[src/ccfg_pkg.sv]
// constants shared by the coherency unit configuration register bank
package ccfg_pkg;
    // ************************************************************
    // bus geometry
    // ************************************************************
    localparam int ADDR_W = 8;
    localparam int DATA_W = 32;

    // ************************************************************
    // register byte offsets
    // ************************************************************
    localparam logic [ADDR_W-1:0] OFS_UNIT_CONTROL = 8'h00;
    localparam logic [ADDR_W-1:0] OFS_UNIT_CONFIGURATION = 8'h04;
    localparam logic [ADDR_W-1:0] OFS_CPU_POWER_STATUS = 8'h08;
    localparam logic [ADDR_W-1:0] OFS_INVALIDATE_ALL_WAYS = 8'h0c;
    localparam logic [ADDR_W-1:0] OFS_FILTER_START_ADDRESS = 8'h10;
    localparam logic [ADDR_W-1:0] OFS_FILTER_END_ADDRESS = 8'h14;
    localparam logic [ADDR_W-1:0] OFS_COMPONENT_ACCESS_CONTROL = 8'h18;
    localparam logic [ADDR_W-1:0] OFS_NONSECURE_ACCESS_CONTROL = 8'h1c;

    // ************************************************************
    // unit_control bit positions
    // ************************************************************
    localparam int CTL_UNIT_EN = 0;
    localparam int CTL_FILTER_EN = 1;
    localparam int CTL_PARITY_EN = 2;
    localparam int CTL_SPEC_LINEFILL = 3;
    localparam int CTL_FORCE_PORT0 = 4;
    localparam int CTL_UNIT_STANDBY = 5;
    localparam int CTL_IRQ_CTRL_STANDBY = 6;

    // ************************************************************
    // field layouts
    // ************************************************************
    localparam int CFG_CPU_COUNT_LSB = 0;
    localparam int CFG_SMP_LSB = 4;
    localparam int CFG_TAG0_LSB = 8;
    localparam int CFG_TAG1_LSB = 10;
    localparam int PWR_CPU0_LSB = 0;
    localparam int PWR_CPU1_LSB = 8;
    localparam int INV_CPU0_LSB = 0;
    localparam int INV_CPU1_LSB = 4;
    localparam int FILT_LSB = 20;
    localparam int FILT_W = 12;
    localparam int NSAC_W = 12;
    localparam int WAYS_W = 4;

    // ************************************************************
    // encodings and reset values
    // ************************************************************
    localparam logic [1:0] CPU_COUNT_ONE = 2'h0;
    localparam logic [1:0] CPU_COUNT_TWO = 2'h1;
    localparam logic [1:0] TAG_16KB = 2'h0;
    localparam logic [1:0] TAG_32KB = 2'h1;
    localparam logic [1:0] TAG_64KB = 2'h2;
    localparam logic [3:0] AXCACHE_NC_BUF = 4'h1;
    localparam logic [3:0] AXCACHE_CLASS_MASK = 4'h3;
    localparam logic [1:0] ACCESS_RESET = 2'h0;
endpackage

[src/ccfg_regs.sv]
// coherency unit control and configuration register bank
// Summary of operation
// RL1 - irq controller clock stops when standby enabled, no irq pending, no request outstanding
// RL2 - unit clock stops when standby enabled, all cores waiting and unit idle
// RL3 - with bit 4 set, non-cacheable bufferable requests go to master port zero
// RL4 - bit 3 set issues linefills speculatively; a lookup miss sends the confirmed linefill
// RL5 - bit 2 turns ram parity on; resets off; reads zero without parity support
// RL6 - bit 1 enables address filtering; reset value taken from the filter enable pin
// RL7 - bit 0 enables the coherency unit; unit comes out of reset disabled
// RL8 - tag ram size: second core bits 11:10, first core bits 9:8
// RL9 - smp participation bits 4 and 5 for first and second core
// RL10 - processor count reads b00 for one core, b01 for two
// RL11 - writing invalidate register invalidates chosen ways of each core
// RL12 - with fewer than two cores second core way bits are ignored
// RL13 - filter start bits 31:20 give region start at 1MB granularity
// RL14 - filter start resets to the value on the filter start pins
// RL15 - filter end bits 31:20 give region end; resets from filter end pins
// RL16 - access control bits 0 and 1 grant component access per core
// RL17 - reserved bits read zero and ignore writes
//
// Chosen here: the strobed register port.
`timescale 1ns/1ns
module ccfg_regs #(
    parameter int NUM_CPUS = 2,
    parameter bit PARITY_PRESENT = 1'b1
) (
    input wire logic i_clk_sys,
    input wire logic i_sys_rst,
    input wire logic [ccfg_pkg::ADDR_W-1:0] i_addr,
    input wire logic [ccfg_pkg::DATA_W-1:0] i_wdata,
    input wire logic i_wr,
    input wire logic i_rd,
    output logic [ccfg_pkg::DATA_W-1:0] o_rdata,
    input wire logic i_filter_enable_input,
    input wire logic [ccfg_pkg::FILT_W-1:0] i_filter_start_input,
    input wire logic [ccfg_pkg::FILT_W-1:0] i_filter_end_input,
    input wire logic [1:0] i_wait_for_interrupt_state,
    input wire logic i_unit_idle,
    input wire logic i_irq_pending,
    input wire logic i_cpu_req_outstanding,
    input wire logic i_req_valid,
    input wire logic [3:0] i_req_axcache,
    input wire logic i_lookup_start,
    input wire logic i_lookup_miss,
    output logic o_unit_enable,
    output logic o_filter_enable,
    output logic o_parity_enable,
    output logic [ccfg_pkg::FILT_W-1:0] o_filter_start,
    output logic [ccfg_pkg::FILT_W-1:0] o_filter_end,
    output logic o_unit_clock_run,
    output logic o_irq_ctrl_clock_run,
    output logic o_req_to_master_port_zero,
    output logic o_spec_linefill,
    output logic o_confirmed_linefill,
    output logic [1:0] o_smp_participation,
    output logic [3:0] o_tag_ram_size,
    output logic o_invalidate,
    output logic [ccfg_pkg::WAYS_W-1:0] o_first_core_way_select,
    output logic [ccfg_pkg::WAYS_W-1:0] o_second_core_way_select,
    output logic [1:0] o_component_access
);
    import ccfg_pkg::*;

    // ************************************************************
    // storage
    // ************************************************************
    localparam logic TWO_CORES = (NUM_CPUS > 1);
    localparam logic [1:0] PRESENT_MASK = TWO_CORES ? 2'h3 : 2'h1;

    logic [6:0] ctrl;
    logic [1:0] tag0;
    logic [1:0] tag1;
    logic [1:0] smp;
    logic [1:0] first_core_power_state;
    logic [1:0] second_core_power_state;
    logic [FILT_W-1:0] filt_start;
    logic [FILT_W-1:0] filt_end;
    logic [1:0] access;
    logic [NSAC_W-1:0] nsac;
    logic load_pending;
    logic fen_s1, fen_s2;
    logic [FILT_W-1:0] fst_s1, fst_s2;
    logic [FILT_W-1:0] fend_s1, fend_s2;
    logic [DATA_W-1:0] next_rdata;

    wire logic wr_ctrl = i_wr && (i_addr == OFS_UNIT_CONTROL);
    wire logic wr_start = i_wr && (i_addr == OFS_FILTER_START_ADDRESS);
    wire logic wr_end = i_wr && (i_addr == OFS_FILTER_END_ADDRESS);
    wire logic wr_inv = i_wr && (i_addr == OFS_INVALIDATE_ALL_WAYS);

    // ************************************************************
    // strap pin synchronisers
    // ************************************************************
    // pins are not reset: they must settle while reset is held
    always_ff @(posedge i_clk_sys) begin
        fen_s1 <= i_filter_enable_input;
        fen_s2 <= fen_s1;
        fst_s1 <= i_filter_start_input;
        fst_s2 <= fst_s1;
        fend_s1 <= i_filter_end_input;
        fend_s2 <= fend_s1;
    end

    // one cycle after release the synchronised straps are loaded
    always_ff @(posedge i_clk_sys) begin
        if (i_sys_rst) begin
            load_pending <= 1'b1;
        end else begin
            load_pending <= 1'b0;
        end
    end

    // ************************************************************
    // control register
    // ************************************************************
    always_ff @(posedge i_clk_sys) begin
        if (i_sys_rst) begin
            ctrl <= 7'h00; // unit disabled, parity off [RL7] [RL5]
        end else if (load_pending) begin
            ctrl[CTL_FILTER_EN] <= fen_s2; // [RL6]
        end else if (wr_ctrl) begin
            ctrl <= i_wdata[6:0]; // bits above 6 dropped [RL17]
            ctrl[CTL_PARITY_EN] <= PARITY_PRESENT & i_wdata[CTL_PARITY_EN]; // [RL5]
        end
    end

    // filter region bounds, loaded from straps at release
    always_ff @(posedge i_clk_sys) begin
        if (i_sys_rst) begin
            filt_start <= 12'h000;
            filt_end <= 12'h000;
        end else if (load_pending) begin
            filt_start <= fst_s2; // [RL14]
            filt_end <= fend_s2; // [RL15]
        end else begin
            if (wr_start) begin
                filt_start <= i_wdata[FILT_LSB +: FILT_W]; // [RL13]
            end
            if (wr_end) begin
                filt_end <= i_wdata[FILT_LSB +: FILT_W]; // [RL15]
            end
        end
    end

    // configuration, power status and access control fields
    always_ff @(posedge i_clk_sys) begin
        if (i_sys_rst) begin
            tag0 <= TAG_16KB;
            tag1 <= TAG_16KB;
            smp <= 2'h0;
            first_core_power_state <= 2'h0;
            second_core_power_state <= 2'h0;
            access <= ACCESS_RESET;
            nsac <= 12'h000;
        end else if (i_wr) begin
            if (i_addr == OFS_UNIT_CONFIGURATION) begin
                tag0 <= i_wdata[CFG_TAG0_LSB +: 2]; // [RL8]
                tag1 <= TWO_CORES ? i_wdata[CFG_TAG1_LSB +: 2] : TAG_16KB; // [RL8]
                smp <= i_wdata[CFG_SMP_LSB +: 2] & PRESENT_MASK; // [RL9]
            end else if (i_addr == OFS_CPU_POWER_STATUS) begin
                first_core_power_state <= i_wdata[PWR_CPU0_LSB +: 2];
                second_core_power_state <= i_wdata[PWR_CPU1_LSB +: 2];
            end else if (i_addr == OFS_COMPONENT_ACCESS_CONTROL) begin
                access <= i_wdata[1:0] & PRESENT_MASK; // [RL16]
            end else if (i_addr == OFS_NONSECURE_ACCESS_CONTROL) begin
                nsac <= i_wdata[NSAC_W-1:0];
            end
        end
    end

    // ************************************************************
    // read path
    // ************************************************************
    // reserved bits and the invalidate register read zero [RL17]
    always_comb begin
        next_rdata = '0;
        if (i_addr == OFS_UNIT_CONTROL) begin
            next_rdata[6:0] = ctrl;
        end else if (i_addr == OFS_UNIT_CONFIGURATION) begin
            next_rdata[CFG_CPU_COUNT_LSB +: 2] = TWO_CORES ? CPU_COUNT_TWO : CPU_COUNT_ONE; // [RL10]
            next_rdata[CFG_SMP_LSB +: 2] = smp; // [RL9]
            next_rdata[CFG_TAG0_LSB +: 2] = tag0; // [RL8]
            next_rdata[CFG_TAG1_LSB +: 2] = tag1; // [RL8]
        end else if (i_addr == OFS_CPU_POWER_STATUS) begin
            next_rdata[PWR_CPU0_LSB +: 2] = first_core_power_state;
            next_rdata[PWR_CPU1_LSB +: 2] = second_core_power_state;
        end else if (i_addr == OFS_FILTER_START_ADDRESS) begin
            next_rdata[FILT_LSB +: FILT_W] = filt_start;
        end else if (i_addr == OFS_FILTER_END_ADDRESS) begin
            next_rdata[FILT_LSB +: FILT_W] = filt_end;
        end else if (i_addr == OFS_COMPONENT_ACCESS_CONTROL) begin
            next_rdata[1:0] = access;
        end else if (i_addr == OFS_NONSECURE_ACCESS_CONTROL) begin
            next_rdata[NSAC_W-1:0] = nsac;
        end
    end

    // data stand only in the cycle after the read strobe
    always_ff @(posedge i_clk_sys) begin
        if (i_sys_rst) begin
            o_rdata <= '0;
        end else if (i_rd) begin
            o_rdata <= next_rdata;
        end else begin
            o_rdata <= '0;
        end
    end

    // ************************************************************
    // invalidate-all pulse
    // ************************************************************
    always_ff @(posedge i_clk_sys) begin
        if (i_sys_rst) begin
            o_invalidate <= 1'b0;
            o_first_core_way_select <= 4'h0;
            o_second_core_way_select <= 4'h0;
        end else begin
            o_invalidate <= wr_inv; // [RL11]
            if (wr_inv) begin
                o_first_core_way_select <= i_wdata[INV_CPU0_LSB +: WAYS_W]; // [RL11]
                // single core builds drop the second core ways [RL12]
                o_second_core_way_select <= TWO_CORES ? i_wdata[INV_CPU1_LSB +: WAYS_W] : 4'h0;
            end
        end
    end

    // ************************************************************
    // clock gating
    // ************************************************************
    // absent cores count as waiting so a single core build can gate
    wire logic all_waiting = &(i_wait_for_interrupt_state | ~PRESENT_MASK);

    always_ff @(posedge i_clk_sys) begin
        if (i_sys_rst) begin
            o_unit_clock_run <= 1'b1;
            o_irq_ctrl_clock_run <= 1'b1;
        end else begin
            o_unit_clock_run <= !(ctrl[CTL_UNIT_STANDBY] && all_waiting && i_unit_idle); // [RL2]
            o_irq_ctrl_clock_run <= !(ctrl[CTL_IRQ_CTRL_STANDBY] && !i_irq_pending
                                      && !i_cpu_req_outstanding); // [RL1]
        end
    end

    // ************************************************************
    // request routing and linefills
    // ************************************************************
    // one cycle of latency is traded for a registered output
    always_ff @(posedge i_clk_sys) begin
        if (i_sys_rst) begin
            o_req_to_master_port_zero <= 1'b0;
            o_spec_linefill <= 1'b0;
            o_confirmed_linefill <= 1'b0;
        end else begin
            o_req_to_master_port_zero <= ctrl[CTL_FORCE_PORT0] && i_req_valid
                && ((i_req_axcache & AXCACHE_CLASS_MASK) == AXCACHE_NC_BUF); // [RL3]
            o_spec_linefill <= ctrl[CTL_SPEC_LINEFILL] && i_lookup_start; // [RL4]
            o_confirmed_linefill <= ctrl[CTL_SPEC_LINEFILL] && i_lookup_miss; // [RL4]
        end
    end

    // ************************************************************
    // configuration outputs
    // ************************************************************
    always_ff @(posedge i_clk_sys) begin
        if (i_sys_rst) begin
            o_unit_enable <= 1'b0;
            o_filter_enable <= 1'b0;
            o_parity_enable <= 1'b0;
            o_filter_start <= 12'h000;
            o_filter_end <= 12'h000;
            o_smp_participation <= 2'h0;
            o_tag_ram_size <= 4'h0;
            o_component_access <= ACCESS_RESET;
        end else begin
            o_unit_enable <= ctrl[CTL_UNIT_EN]; // [RL7]
            o_filter_enable <= ctrl[CTL_FILTER_EN]; // [RL6]
            o_parity_enable <= ctrl[CTL_PARITY_EN]; // [RL5]
            o_filter_start <= filt_start; // [RL13]
            o_filter_end <= filt_end; // [RL15]
            o_smp_participation <= smp; // [RL9]
            o_tag_ram_size <= {tag1, tag0}; // [RL8]
            o_component_access <= access; // [RL16]
        end
    end
endmodule // ccfg_regs

[config.mk]
export PLATFORM = sky130hd
export DESIGN_NAME = ccfg_regs
export DESIGN_NICKNAME = d
export VERILOG_FILES = /design/src/ccfg_pkg.sv /design/src/ccfg_regs.sv
export SDC_FILE = /design/constraint.sdc
export NUM_CORES = 1
export LEC_CHECK = 0
export BUFFER_PORTS_ARGS = -buffer_cell sky130_fd_sc_hd__buf_2
export CORE_AREA = 2 2 119 121
export DETAILED_ROUTE_END_ITERATION = 10
export DIE_AREA = 0 0 121 123
export GPL_TIMING_DRIVEN = 1
export PLACE_DENSITY = 0.69
export SYNTH_ARGS = -nofsm -noshare
export SYNTH_HDL_FRONTEND = slang
export SYNTH_SLANG_ARGS = --single-unit
[constraint.sdc]
create_clock -name i_clk_sys -period 4.2 [get_ports i_clk_sys]
set_input_delay 0.84 -clock i_clk_sys [delete_from_list [all_inputs] [get_ports i_clk_sys]]
set_output_delay 0.84 -clock i_clk_sys [all_outputs]
set_load 0.03 [all_outputs]
# After elaboration in Yosys (flattened, before gate mapping)
# Index checks and enable logic that the tools add are counted.
[word_totals]
reg_bits = 187
input_bits = 81
out_inout_bits = 81
wordCells = 112
[classes]
n_eq_ne = 8
n_mux = 30
n_bitwise = 5
n_reduce_logical = 30
[ops]
columns = ["operator", "count"]
rows = [
  ["$mux W12", 15],
  ["$eq A8 B5 Y1 const B", 4],
  ["$eq A8 B4 Y1 const B", 2],
  ["$mux W2", 8],
  ["$logic_and A1 B1 Y1", 12],
  ["$mux W10", 1],
  ["$eq A8 B3 Y1 const B", 1],
  ["$logic_not A8 Y1", 1],
  ["$reduce_or A8 Y1", 1],
  ["$mux W7", 1],
  ["$reduce_and A2 Y1", 3],
  ["$reduce_bool A2 Y1", 3],
  ["$mux W5", 1],
  ["$not A1 Y1", 5],
  ["$reduce_and A5 Y1", 1],
  ["$reduce_or A5 Y1", 1],
  ["$logic_not A1 Y1", 4],
  ["$mux W4", 1],
  ["$reduce_and A4 Y1", 1],
  ["$mux W1", 3],
  ["$reduce_and A3 Y1", 1],
  ["$reduce_or A3 Y1", 1],
  ["$eq A2 B1 Y1 const B", 1],
  ["$reduce_or A2 Y1", 1],
]

# Longest topological paths before layout
# Gate-level depths: netlist of run 1.
[logic_depth]
depth_word = 14
mapped_depth = 6
depth_no_buf = 4

# Worst setup path before layout of run 1
# OpenSTA, ideal clock, no wires.
[synth_timing]
path_kind = "input port to flip-flop"
startpoint = "input port i_addr[5] (netlist name)"
endpoint = "register filt_end[4]"
setup_ns = 0.087
arrival_ns = 1.984
required_ns = 4.113
slack_ns = 2.129
stages = 6
path_buffers = 2
cell_sequence = "nor4b_4 > and2_4 > buf_8 > buf_12 > a31oi_1 > a221oi_2"
[synth_between]
elab_chain_len = 3
[synth_rtl]
columns = ["item", "line_no", "text"]
rows = [
  ["start: declaration", "ccfg_regs.sv:29", "input wire logic [ccfg_pkg::ADDR_W-1:0] i_addr,"],
  ["$eq A8 B5 Y1", "ccfg_regs.sv:88", "wire logic wr_end = i_wr && (i_addr == OFS_FILTER_END_ADDRESS);"],
  ["$logic_and A1 B1 Y1", "ccfg_regs.sv:88", ""],
  ["$reduce_bool A2 Y1 (no source line)", "n/a", ""],
  ["end signal: assignment", "ccfg_regs.sv:134", "filt_end <= fend_s2;"],
  ["end signal: assignment", "ccfg_regs.sv:140", "filt_end <= i_wdata[FILT_LSB +: FILT_W];"],
  ["end: declaration", "ccfg_regs.sv:77", "logic [FILT_W-1:0] filt_end;"],
]
# No other way between the ends.
# A chain may end at the register's enable or synchronous reset.

# Worst setup path after layout of run 1
[layout_timing]
startpoint = "input port i_addr[5] (netlist name)"
endpoint = "register nsac[10]"
[layout_between]
elab_chain_len = 3
word_cells_on_any_way = 8
cone_classes = "eq/ne: 4; bitwise: 3; reduce/logical: 1"
[layout_rtl]
columns = ["item", "line_no", "text"]
rows = [
  ["$eq A8 B5 Y1, or another cell as far along", "ccfg_regs.sv:163", "end else if (i_addr == OFS_COMPONENT_ACCESS_CONTROL) begin"],
  ["$not A1 Y1 (no source line)", "n/a", ""],
  ["$reduce_and A5 Y1 (no source line) (*)", "n/a", ""],
  ["end signal: assignment", "ccfg_regs.sv:166", "nsac <= i_wdata[NSAC_W-1:0];"],
  ["end: declaration", "ccfg_regs.sv:79", "logic [NSAC_W-1:0] nsac;"],
]
# Mark *: on every way between the ends. The rest lies on a longest branch, timed or not.

==> metrics.csv, run 1 <==
stage,metric,value,unit
power,power_density,484,nW/um^2
placed_design,portBuffers,143,
clocking,clock_latency,0.42,ns
run_status,outcome,finished clean,
power,p_comb_share,5.3,%
sta,maxSlewViolCount,0,
sta,final.period_utilization,58.8,%
sta,timing.final.setup_violations,0,
layout,fin_nets,740,
placed_design,place.gp.congestion,0.811,
logic_synthesis,ys_ff_latch,179,
power,power_switching,804,uW
grt,grt_pass1_wl,20.2,mm
flow_run,max_cap_violations,0,
power,pwr-share-seq,50.7,%
clocking,cts.htree.levels,4,
grt,grt_max_degree,68,
layout,drive_above_1_share,32.1,%
floorplanning,fp.dieArea,14900,um^2
logic_synthesis,netlist.area_leader.share,60.2,%
logic_synthesis,synth-seq-area-share,60.2,%
worst_setup_path,end_kind,register,
floorplanning,die_h,123,um
logic_synthesis,synth_area,5960,um^2
sta,fin_skew,0.00630,ns
clocking,clk_pin_slew_worst_paths,0.07,ns
sta,rsz0062_at_grt,no,
sta,clock.fmax,405,MHz
clocking,cts_hold_buf,0,
logic_synthesis,async_flop_share,0,%
layout,final_cell_mix,"178 x dfxtp_1, 142 x buf_2, 59 x nor2_1",
sta,finalHoldViolations,0,
logic_synthesis,synth_edf_count,0,
clocking,cts_tree,done,
power,p_leak,0.00342,uW
clocking,cts-buffers-inserted,17,
logic_synthesis,yosysTopAreaCell,dfxtp_1,
grt,antenna_found_initial,1,
sta,post-route-min-period,2.47,ns
grt,grt_pass1_vias,4037,
clocking,cts_buffer_depth,2,
placed_design,dp_hpwl,9.17,mm
clocking,clockRootBuffer,clkbuf_16,
sta,tightest_slew,1.07,ns
power,p_int,2720,uW
layout,design_area,7290,um^2
worst_setup_path,cp.arrival,2.75,ns
floorplanning,die_w,121,um
placed_design,postPlaceCellArea,6690,um^2
floorplanning,io_pins,162,
grt,globalRouteMet2Util,26.2,%
detailed_routing,drtIter0Drc,322,
detailed_routing,viasPerCell,4.96,
detailed_routing,drt_pass1_iterations,5,
detailed_routing,drt_wl_total,12.9,mm
worst_setup_path,cp.required,4.48,ns
logic_synthesis,synth_area_leaders,"dfxtp_1 60%, mux2i_1 6.4%, a221oi_2 5.0%, nor2b_1 3.9%, nor2_1 3.7%",
floorplanning,placementRows,43,
power,ir_drop,0.272,mV
detailed_routing,route.vias.total,4232,
logic_synthesis,netlist_instances,529,
layout,area_growth,22.3,%
grt,grt_use_total,17.8,%
sta,slew_headroom,28.6,%
sta,fin_tns_setup,0,ns
detailed_routing,routedWlPerCell,15.2,um
layout,final_common_cell,dfxtp_1,
grt,grt_busiest_layer,met2,
logic_synthesis,yosysWarnings,0,
floorplanning,core_area,13600,um^2
worst_setup_path,worst_setup_path_start_kind,input port,
grt,grt_util_met3,5.95,%
clocking,ctsResizeCount,0,
detailed_routing,route.detailed.drc,0,
worst_setup_path,path_class,input port to register,
hold_path,hp-class,register to register,
clocking,post_cts_buffers,0,
grt,grt-ovfl-total,0,
floorplanning,start_util,43.8,%
clocking,clock_sink_count,179,
logic_synthesis,netlist-cell-type-count,44,
detailed_routing,final_antenna_net_count,0,
logic_synthesis,ys.flop_type,dfxtp_1,
power,clkPwrFrac,44.0,%
power,switching_share,22.8,%
worst_setup_path,cp_max_fo,12,
logic_synthesis,synth.avg_cell_area,11.3,um^2
grt,met1_usage,23.4,%
## sequential cells by signal, summed over array words and instances (netlist names), 4 cells and up
| signal | cells |
|---|---|
| o_filter_start | 12 |
| o_filter_end | 12 |
| o_second_core_way_select | 4 |
| filt_start | 12 |
| fst_s1 | 12 |
| fend_s2 | 12 |
| o_first_core_way_select | 4 |
| fst_s2 | 12 |
| nsac | 12 |
| ctrl | 7 |
| filt_end | 12 |
| o_rdata | 24 |
| fend_s1 | 12 |
| o_tag_ram_size | 4 |
## per-layer routing
layer  part of all wire (%)  wire [um]
met1                     45       5880
met2                     46       5930
met3                    6.9        893
met4                    1.7        226
met5                      0          0
## cell usage after synthesis, types with 2 or more instances
library cell  number
o21ai_0            4
a221oi_2          20
nand4_1            2
clkbuf_1          17
buf_12             2
buf_6              4
mux2i_1           38
a221oi_1           7
buf_4              9
and3b_1            2
a22oi_1           12
dfxtp_1          179
and2_2             3
nor2_1            59
nor2b_1           37
nand2_1           32
a31oi_1           24
nand3_1            7
buf_2              9
a41oi_1            2
a2111oi_0          2
a32oi_1            8
inv_1             25
a2bb2oi_1          2
nor4b_2            2
a21oi_1            3
## critical path: stages
cell	delay, ns
buf_2	0.13
nor4b_4	0.58
nand3_1	0.76
mux2i_1	0.37
nor2_1	0.06
## final cells by class
class                      instances  area [um^2]
antenna                            1         2.50
inverter                          25         93.8
sequential                       179         3580
tap                              180          225
multi-input combinational        289         2040
clock buffer                      18          439
timing repair buffer             147          748
clock inverter                    14          153
fill                            1235         6330
## final timing paths
kind | start | to | slack (ns) | cells past startpoint
min | fend_s1[0] | fend_s2[0] | 0.33 | 0
max reg2reg | load_pending | ctrl[4] | 2.27 | 3
min reg2reg | fend_s1[0] | fend_s2[0] | 0.33 | 0
max | i_addr[5] | nsac[10] | 1.73 | 5
## power by group through the flow
stage | clock [uW] | combinational (uW) | sequential (uW)
floorplan | 0 | 107 | 1830
global placement | 0 | 183 | 1820
detailed placement | 0 | 187 | 1820
CTS | 1590 | 188 | 1790
global route | 1670 | 204 | 1790
finish | 1550 | 188 | 1790
## cells by family after synthesis
logic type / synth area share [%]
other: 0.0630
AOI/OAI and AO/OA: 12.9
and+or+nand+nor: 14.0
muxes: 6.58
buffers and inverters: 6.28
DFF: 60.2
## per-stage QoR
stage | setup slack (ns) | total power, uW | hold slack [ns] | instances | util [%]
2_1_floorplan | 2.13 | 1940 | 0.310 | 536 | -
3_3_place_gp | 1.41 | 2010 | 0.313 | 820 | 49.2
3_5_place_dp | 1.32 | 2010 | 0.312 | 820 | 49.2
4_1_cts | 1.78 | 3560 | 0.325 | 852 | 53.5
5_1_grt | 1.59 | 3660 | 0.330 | 853 | 53.5
6_report | 1.73 | 3520 | 0.326 | 853 | 53.5
Note: power is estimated with default switching activity, not from simulation.
==> run 2, diff against run 1 <==
clock period = 2.6 ns   (was 4.2 ns; I/O delays follow)
==> run 2 against run 1 <==
  * Global-route usage is 0.19 points lower
  * Critical path type unchanged
  * First-iteration DRC count decreased by 4.7%
  * Register-to-register slack lost 0.95 ns
==> metrics.csv, run 2 (synthesis results as in run 1) <==
stage,metric,value,unit
power,p_leak,0.00349,uW
power,pwr-share-seq,48.7,%
detailed_routing,route.vias.total,4201,
hold_path,hp-class,input port to register,
sta,rsz0062_at_grt,no,
detailed_routing,routedWlPerCell,15.1,um
hold_path,hold_path_depth,1,
layout,n_fill_cell,1211,
power,clkPwrFrac,45.8,%
grt,grt_pass1_vias,3939,
layout,drive_above_1_share,32.4,%
worst_setup_path,worstPathCellList,buf_2 > nor4_4 > nand3_1 > nand2_1 > a221oi_2,
worst_setup_path,cp_max_fo,12,
power,p_comb_share,5.5,%
detailed_routing,drt_wl_total,13.0,mm
detailed_routing,route.detailed.drc,0,
clocking,ctsResizeCount,0,
power,power_density,798,nW/um^2
flow_run,max_cap_violations,0,
clocking,clk_pin_slew_worst_paths,0.06,ns
power,power_switching,1230,uW
floorplanning,fp.dieArea,14900,um^2
sta,timing.final.setup_violations,0,
clocking,clockRootBuffer,clkbuf_16,
layout,final_common_cell,dfxtp_1,
worst_setup_path,r2r_end,filt_end[0],
worst_setup_path,reg2regPathDepth,3,
detailed_routing,viasPerCell,4.90,
power,ir_drop,0.511,mV
floorplanning,die_h,123,um
worst_setup_path,r2r_start,load_pending,
power,switching_share,20.9,%
worst_setup_path,end_kind,register,
sta,final.period_utilization,66.1,%
sta,clock.fmax,582,MHz
hold_path,whs_endpoint,fend_s1[4],
floorplanning,core_area,13600,um^2
sta,finalHoldViolations,0,
hold_path,min_from,i_filter_end_input[4],
placed_design,portBuffers,143,
floorplanning,placementRows,43,
sta,holdWs,0.192,ns
clocking,cts-buffers-inserted,17,
sta,post-route-min-period,1.72,ns
worst_setup_path,worst_setup_path_start_kind,input port,
layout,design_area,7390,um^2
sta,slew_headroom,61.7,%
worst_setup_path,path_class,input port to register,
clocking,cts.htree.levels,4,
worst_setup_path,cp.arrival,2.00,ns
detailed_routing,dr_wl_met2,5.90,mm
sta,fin_skew,0.00661,ns
power,p_int,4660,uW
layout,area_growth,24.1,%
clocking,cts_tree,done,
grt,grt_pass1_wl,20.0,mm
clocking,clock_latency,0.42,ns
worst_setup_path,crit_slowest_cell,nor4_4,
floorplanning,io_pins,162,
worst_setup_path,critPathMaxStageDelay,0.57,ns
detailed_routing,drtIter0Drc,307,
placed_design,dp_hpwl,9.22,mm
run_status,outcome,finished clean,
detailed_routing,m1WireLength,5.99,mm
layout,largest-register,o_rdata,
detailed_routing,top_layer,met5,
worst_setup_path,cp.required,2.88,ns
placed_design,postPlaceCellArea,6760,um^2
layout,largest_reg_flops,24,
placed_design,place.gp.congestion,0.813,
clocking,clock_sink_count,179,
grt,grt_use_total,17.6,%
detailed_routing,met3_wirelength,879,um
grt,antenna_found_initial,1,
worst_setup_path,reg2reg_slack,1.32,ns
sta,tightest_slew,0.575,ns
layout,n_antenna_cell,0,
clocking,cts_buffer_depth,2,
detailed_routing,drt_pass1_iterations,4,
layout,final_cell_mix,"178 x dfxtp_1, 142 x buf_2, 59 x nor2_1",
floorplanning,die_w,121,um
grt,grt_max_degree,60,
clocking,post_cts_buffers,0,
clocking,cts_hold_buf,0,
grt,grt-ovfl-total,0,
detailed_routing,final_antenna_net_count,0,
layout,fin_nets,748,
sta,maxSlewViolCount,0,
sta,fin_tns_setup,0,ns
floorplanning,start_util,43.8,%
==> run 2: cell count changes in the layout (fill, tap and decap cells not counted), sizes merged <==
cell | previous run | this run
clkinvlp | 4 | 3
inv | 28 | 25
clkinv | 5 | 2
diode | 1 | 0
buf | 147 | 155
clkbuf | 18 | 20
bufinv | 2 | 5
==> run 2: power groups by stage <==
stage | logic [uW] | registers (uW) | clock network [uW]
global route | 349 | 2880 | 2870
global placement | 314 | 2930 | 0
floorplan | 174 | 2950 | 0
detailed placement | 321 | 2930 | 0
CTS | 322 | 2870 | 2760
finish | 322 | 2870 | 2700
==> run 2: worst max path at each step <==
stage                         start             to  slack [ns]
final                     i_addr[1]  filt_start[5]        0.88
after global routing      i_addr[1]  filt_start[2]        0.75
after CTS                 i_addr[1]        ctrl[3]        0.90
after detailed placement  i_addr[1]        ctrl[3]        0.44
after global placement    i_addr[1]  filt_start[9]        0.44
after floorplan           i_addr[5]    filt_end[4]        0.85
==> run 2: final cells by class <==
class	count	area [um^2]	share of cell area [%]
multi-input cells	289	2040	27.6
repair buffers	155	821	11.1
inverters	25	93.8	1.27
clock buffers	20	447	6.04
flip-flops and latches	179	3580	48.5
clock inverters	10	183	2.47
well taps	180	225	3.05
==> run 2: metrics by stage <==
step,cells,total power (uW),util (%),setup WS [ns]
final,858,5900,54.3,0.882
after global routing,858,6100,54.3,0.751
after CTS,858,5950,54.3,0.897
after detailed placement,828,3260,49.7,0.442
after global placement,828,3250,49.7,0.444
after floorplan,536,3130,-,0.849
==> run 2: routing by layer <==
metal | GRT usage (%) | vias up
met3 | 5.90 | 18
met1 | 23.0 | 1945
met5 | 0 | -
met4 | 7.85 | 2
li1 | - | 2094
met2 | 26.5 | 142
==> run 2: worst max-delay path: cells and delay by family <==
kind,cells,cell delay [ns]
and+or+nand+nor,3,1.25
buffers and inverters,1,0.16
AOI/OAI and AO/OA,1,0.07
==> run 3, diff against run 2 <==
PLACE_DENSITY = 0.71   (was 0.69)
clock period = 1.55 ns   (was 2.6 ns; I/O delays follow)
==> run 3 against run 2 <==
  * Routed wire length grew 4.6%
  * Global-route usage grew 0.80 points
  * Critical endpoint is now filt_end[0]
  * Register-to-register slack lost 0.88 ns
  * Cell count grew 5.6%
==> metrics.csv, run 3 (synthesis results as in run 1) <==
stage,metric,value,unit
clocking,cts.htree.levels,4,
layout,area_growth,31.5,%
detailed_routing,routedWlPerCell,15.0,um
flow_run,max_cap_violations,0,
worst_setup_path,r2r_start,load_pending,
layout,final_cell_mix,"178 x dfxtp_1, 142 x buf_2, 59 x nor2_1",
placed_design,postPlaceCellArea,6970,um^2
clocking,cts_tree,done,
clocking,clk_pin_slew_worst_paths,0.06,ns
worst_setup_path,path_class,input port to register,
grt,grt_use_total,18.4,%
sta,final.period_utilization,82.0,%
detailed_routing,drtIter0Drc,272,
hold_path,min_from,i_req_axcache[1],
sta,post-route-min-period,1.27,ns
floorplanning,die_h,123,um
layout,largest-register,o_rdata,
clocking,clock_sink_count,179,
worst_setup_path,cp_max_fo,24,
detailed_routing,drt_pass1_iterations,4,
floorplanning,core_area,13600,um^2
worst_setup_path,cp.required,1.87,ns
sta,fin_skew,0.00506,ns
layout,final_common_cell,dfxtp_1,
grt,grt_pass1_vias,4174,
placed_design,dp_slack,-0.143,ns
hold_path,hold_path_depth,2,
grt,antenna_found_initial,1,
power,p_leak,0.00370,uW
hold_path,hp-class,input port to register,
sta,worst_slack,0.280,ns
floorplanning,placementRows,43,
grt,grt-ovfl-total,0,
worst_setup_path,r2r_end,ctrl[5],
placed_design,dp_hpwl,9.65,mm
placed_design,place.gp.congestion,0.818,
floorplanning,io_pins,162,
grt,grt_pass1_wl,21.0,mm
detailed_routing,route.vias.total,4402,
worst_setup_path,critPathMaxStageDelay,0.30,ns
run_status,outcome,finished clean,
worst_setup_path,reg2reg_slack,0.44,ns
sta,finalHoldViolations,0,
sta,fin_tns_setup,0,ns
layout,largest_reg_flops,24,
placed_design,portBuffers,143,
detailed_routing,drt_wl_total,13.6,mm
sta,clock.fmax,787,MHz
clocking,clockRootBuffer,clkbuf_16,
power,ir_drop,0.727,mV
floorplanning,start_util,43.8,%
clocking,clock_latency,0.42,ns
clocking,cts-buffers-inserted,17,
detailed_routing,viasPerCell,4.86,
floorplanning,die_w,121,um
sta,maxSlewViolCount,0,
worst_setup_path,end_kind,register,
worst_setup_path,crit_start,i_addr[5],
detailed_routing,final_antenna_net_count,0,
layout,design_area,7830,um^2
worst_setup_path,reg2regPathDepth,4,
worst_setup_path,cp.arrival,1.59,ns
detailed_routing,route.detailed.drc,0,
layout,drive_above_1_share,33.7,%
worst_setup_path,crit_slowest_cell,and2_4,
power,power_density,1250,nW/um^2
sta,holdWs,0.0687,ns
floorplanning,fp.dieArea,14900,um^2
clocking,cts_buffer_depth,2,
layout,fin_nets,794,
worst_setup_path,worst_setup_path_start_kind,input port,
grt,grt_max_degree,51,
sta,timing.final.setup_violations,0,
hold_path,whs_endpoint,o_req_to_master_port_zero,
sta,rsz0062_at_grt,no,
worst_setup_path,worstPathCellList,buf_2 > nor4b_4 > buf_4 > and2_4 > a31oi_1 > a221oi_1,
layout,n_fill_cell,1192,
## run 3: layer usage
layer / up-vias / global-route usage [%] / part of all wire (%)
met2: 144 / 27.6 / 46
met3: 31 / 5.63 / 5.8
met4: 2 / 8.28 / 2.6
met1: 2045 / 24.5 / 46
li1: 2180 / - / -
met5: - / 0 / 0.096
## run 3: report_power, final
part           switching (uW)  internal (uW)
Clock                    1710           2620
Combinational             357            265
Sequential               71.8           4750
## run 3: layout make-up
class                           count  area, um^2  share of cell area [%]
Sequential cell                   179        3580                    45.8
Multi-Input combinational cell    289        2040                    26.0
Timing Repair Buffer              201        1280                    16.3
Clock buffer                       19         453                    5.78
Tap cell                          180         225                    2.88
Clock inverter                     12         155                    1.98
Inverter                           25        93.8                    1.20
Antenna cell                        1        2.50                  0.0319
## run 3: worst max path at each step
| stage | slack [ns] | to |
|---|---|---|
| global placement | -0.12 | access[1] |
| detailed placement | -0.14 | filt_end[0] |
| floorplan | 0.009 | filt_end[4] |
| finish | 0.28 | filt_end[0] |
| CTS | 0.25 | o_filter_end[10] |
| global route | 0.20 | filt_end[0] |
## run 3: timing repair
item,in CTS,in global routing
setup buffers,0,0
hold buffers,25,0
setup endpoints to repair,0,0
resized for setup,0,0
endpoints found under the hold margin,25,0
## run 3: through the flow
step,instances,utilization (%),power (uW)
after floorplan,536,-,5250
after global placement,849,51.2,5480
after detailed placement,849,51.2,5500
after CTS,905,57.5,9860
after global routing,905,57.5,10100
final,906,57.5,9770
## run 3: critical path: cells and delay by family
family | cells | cell delay, ns
and+or+nand+nor | 2 | 0.55
AOI/OAI and AO/OA | 2 | 0.42
buffers and inverters | 2 | 0.31
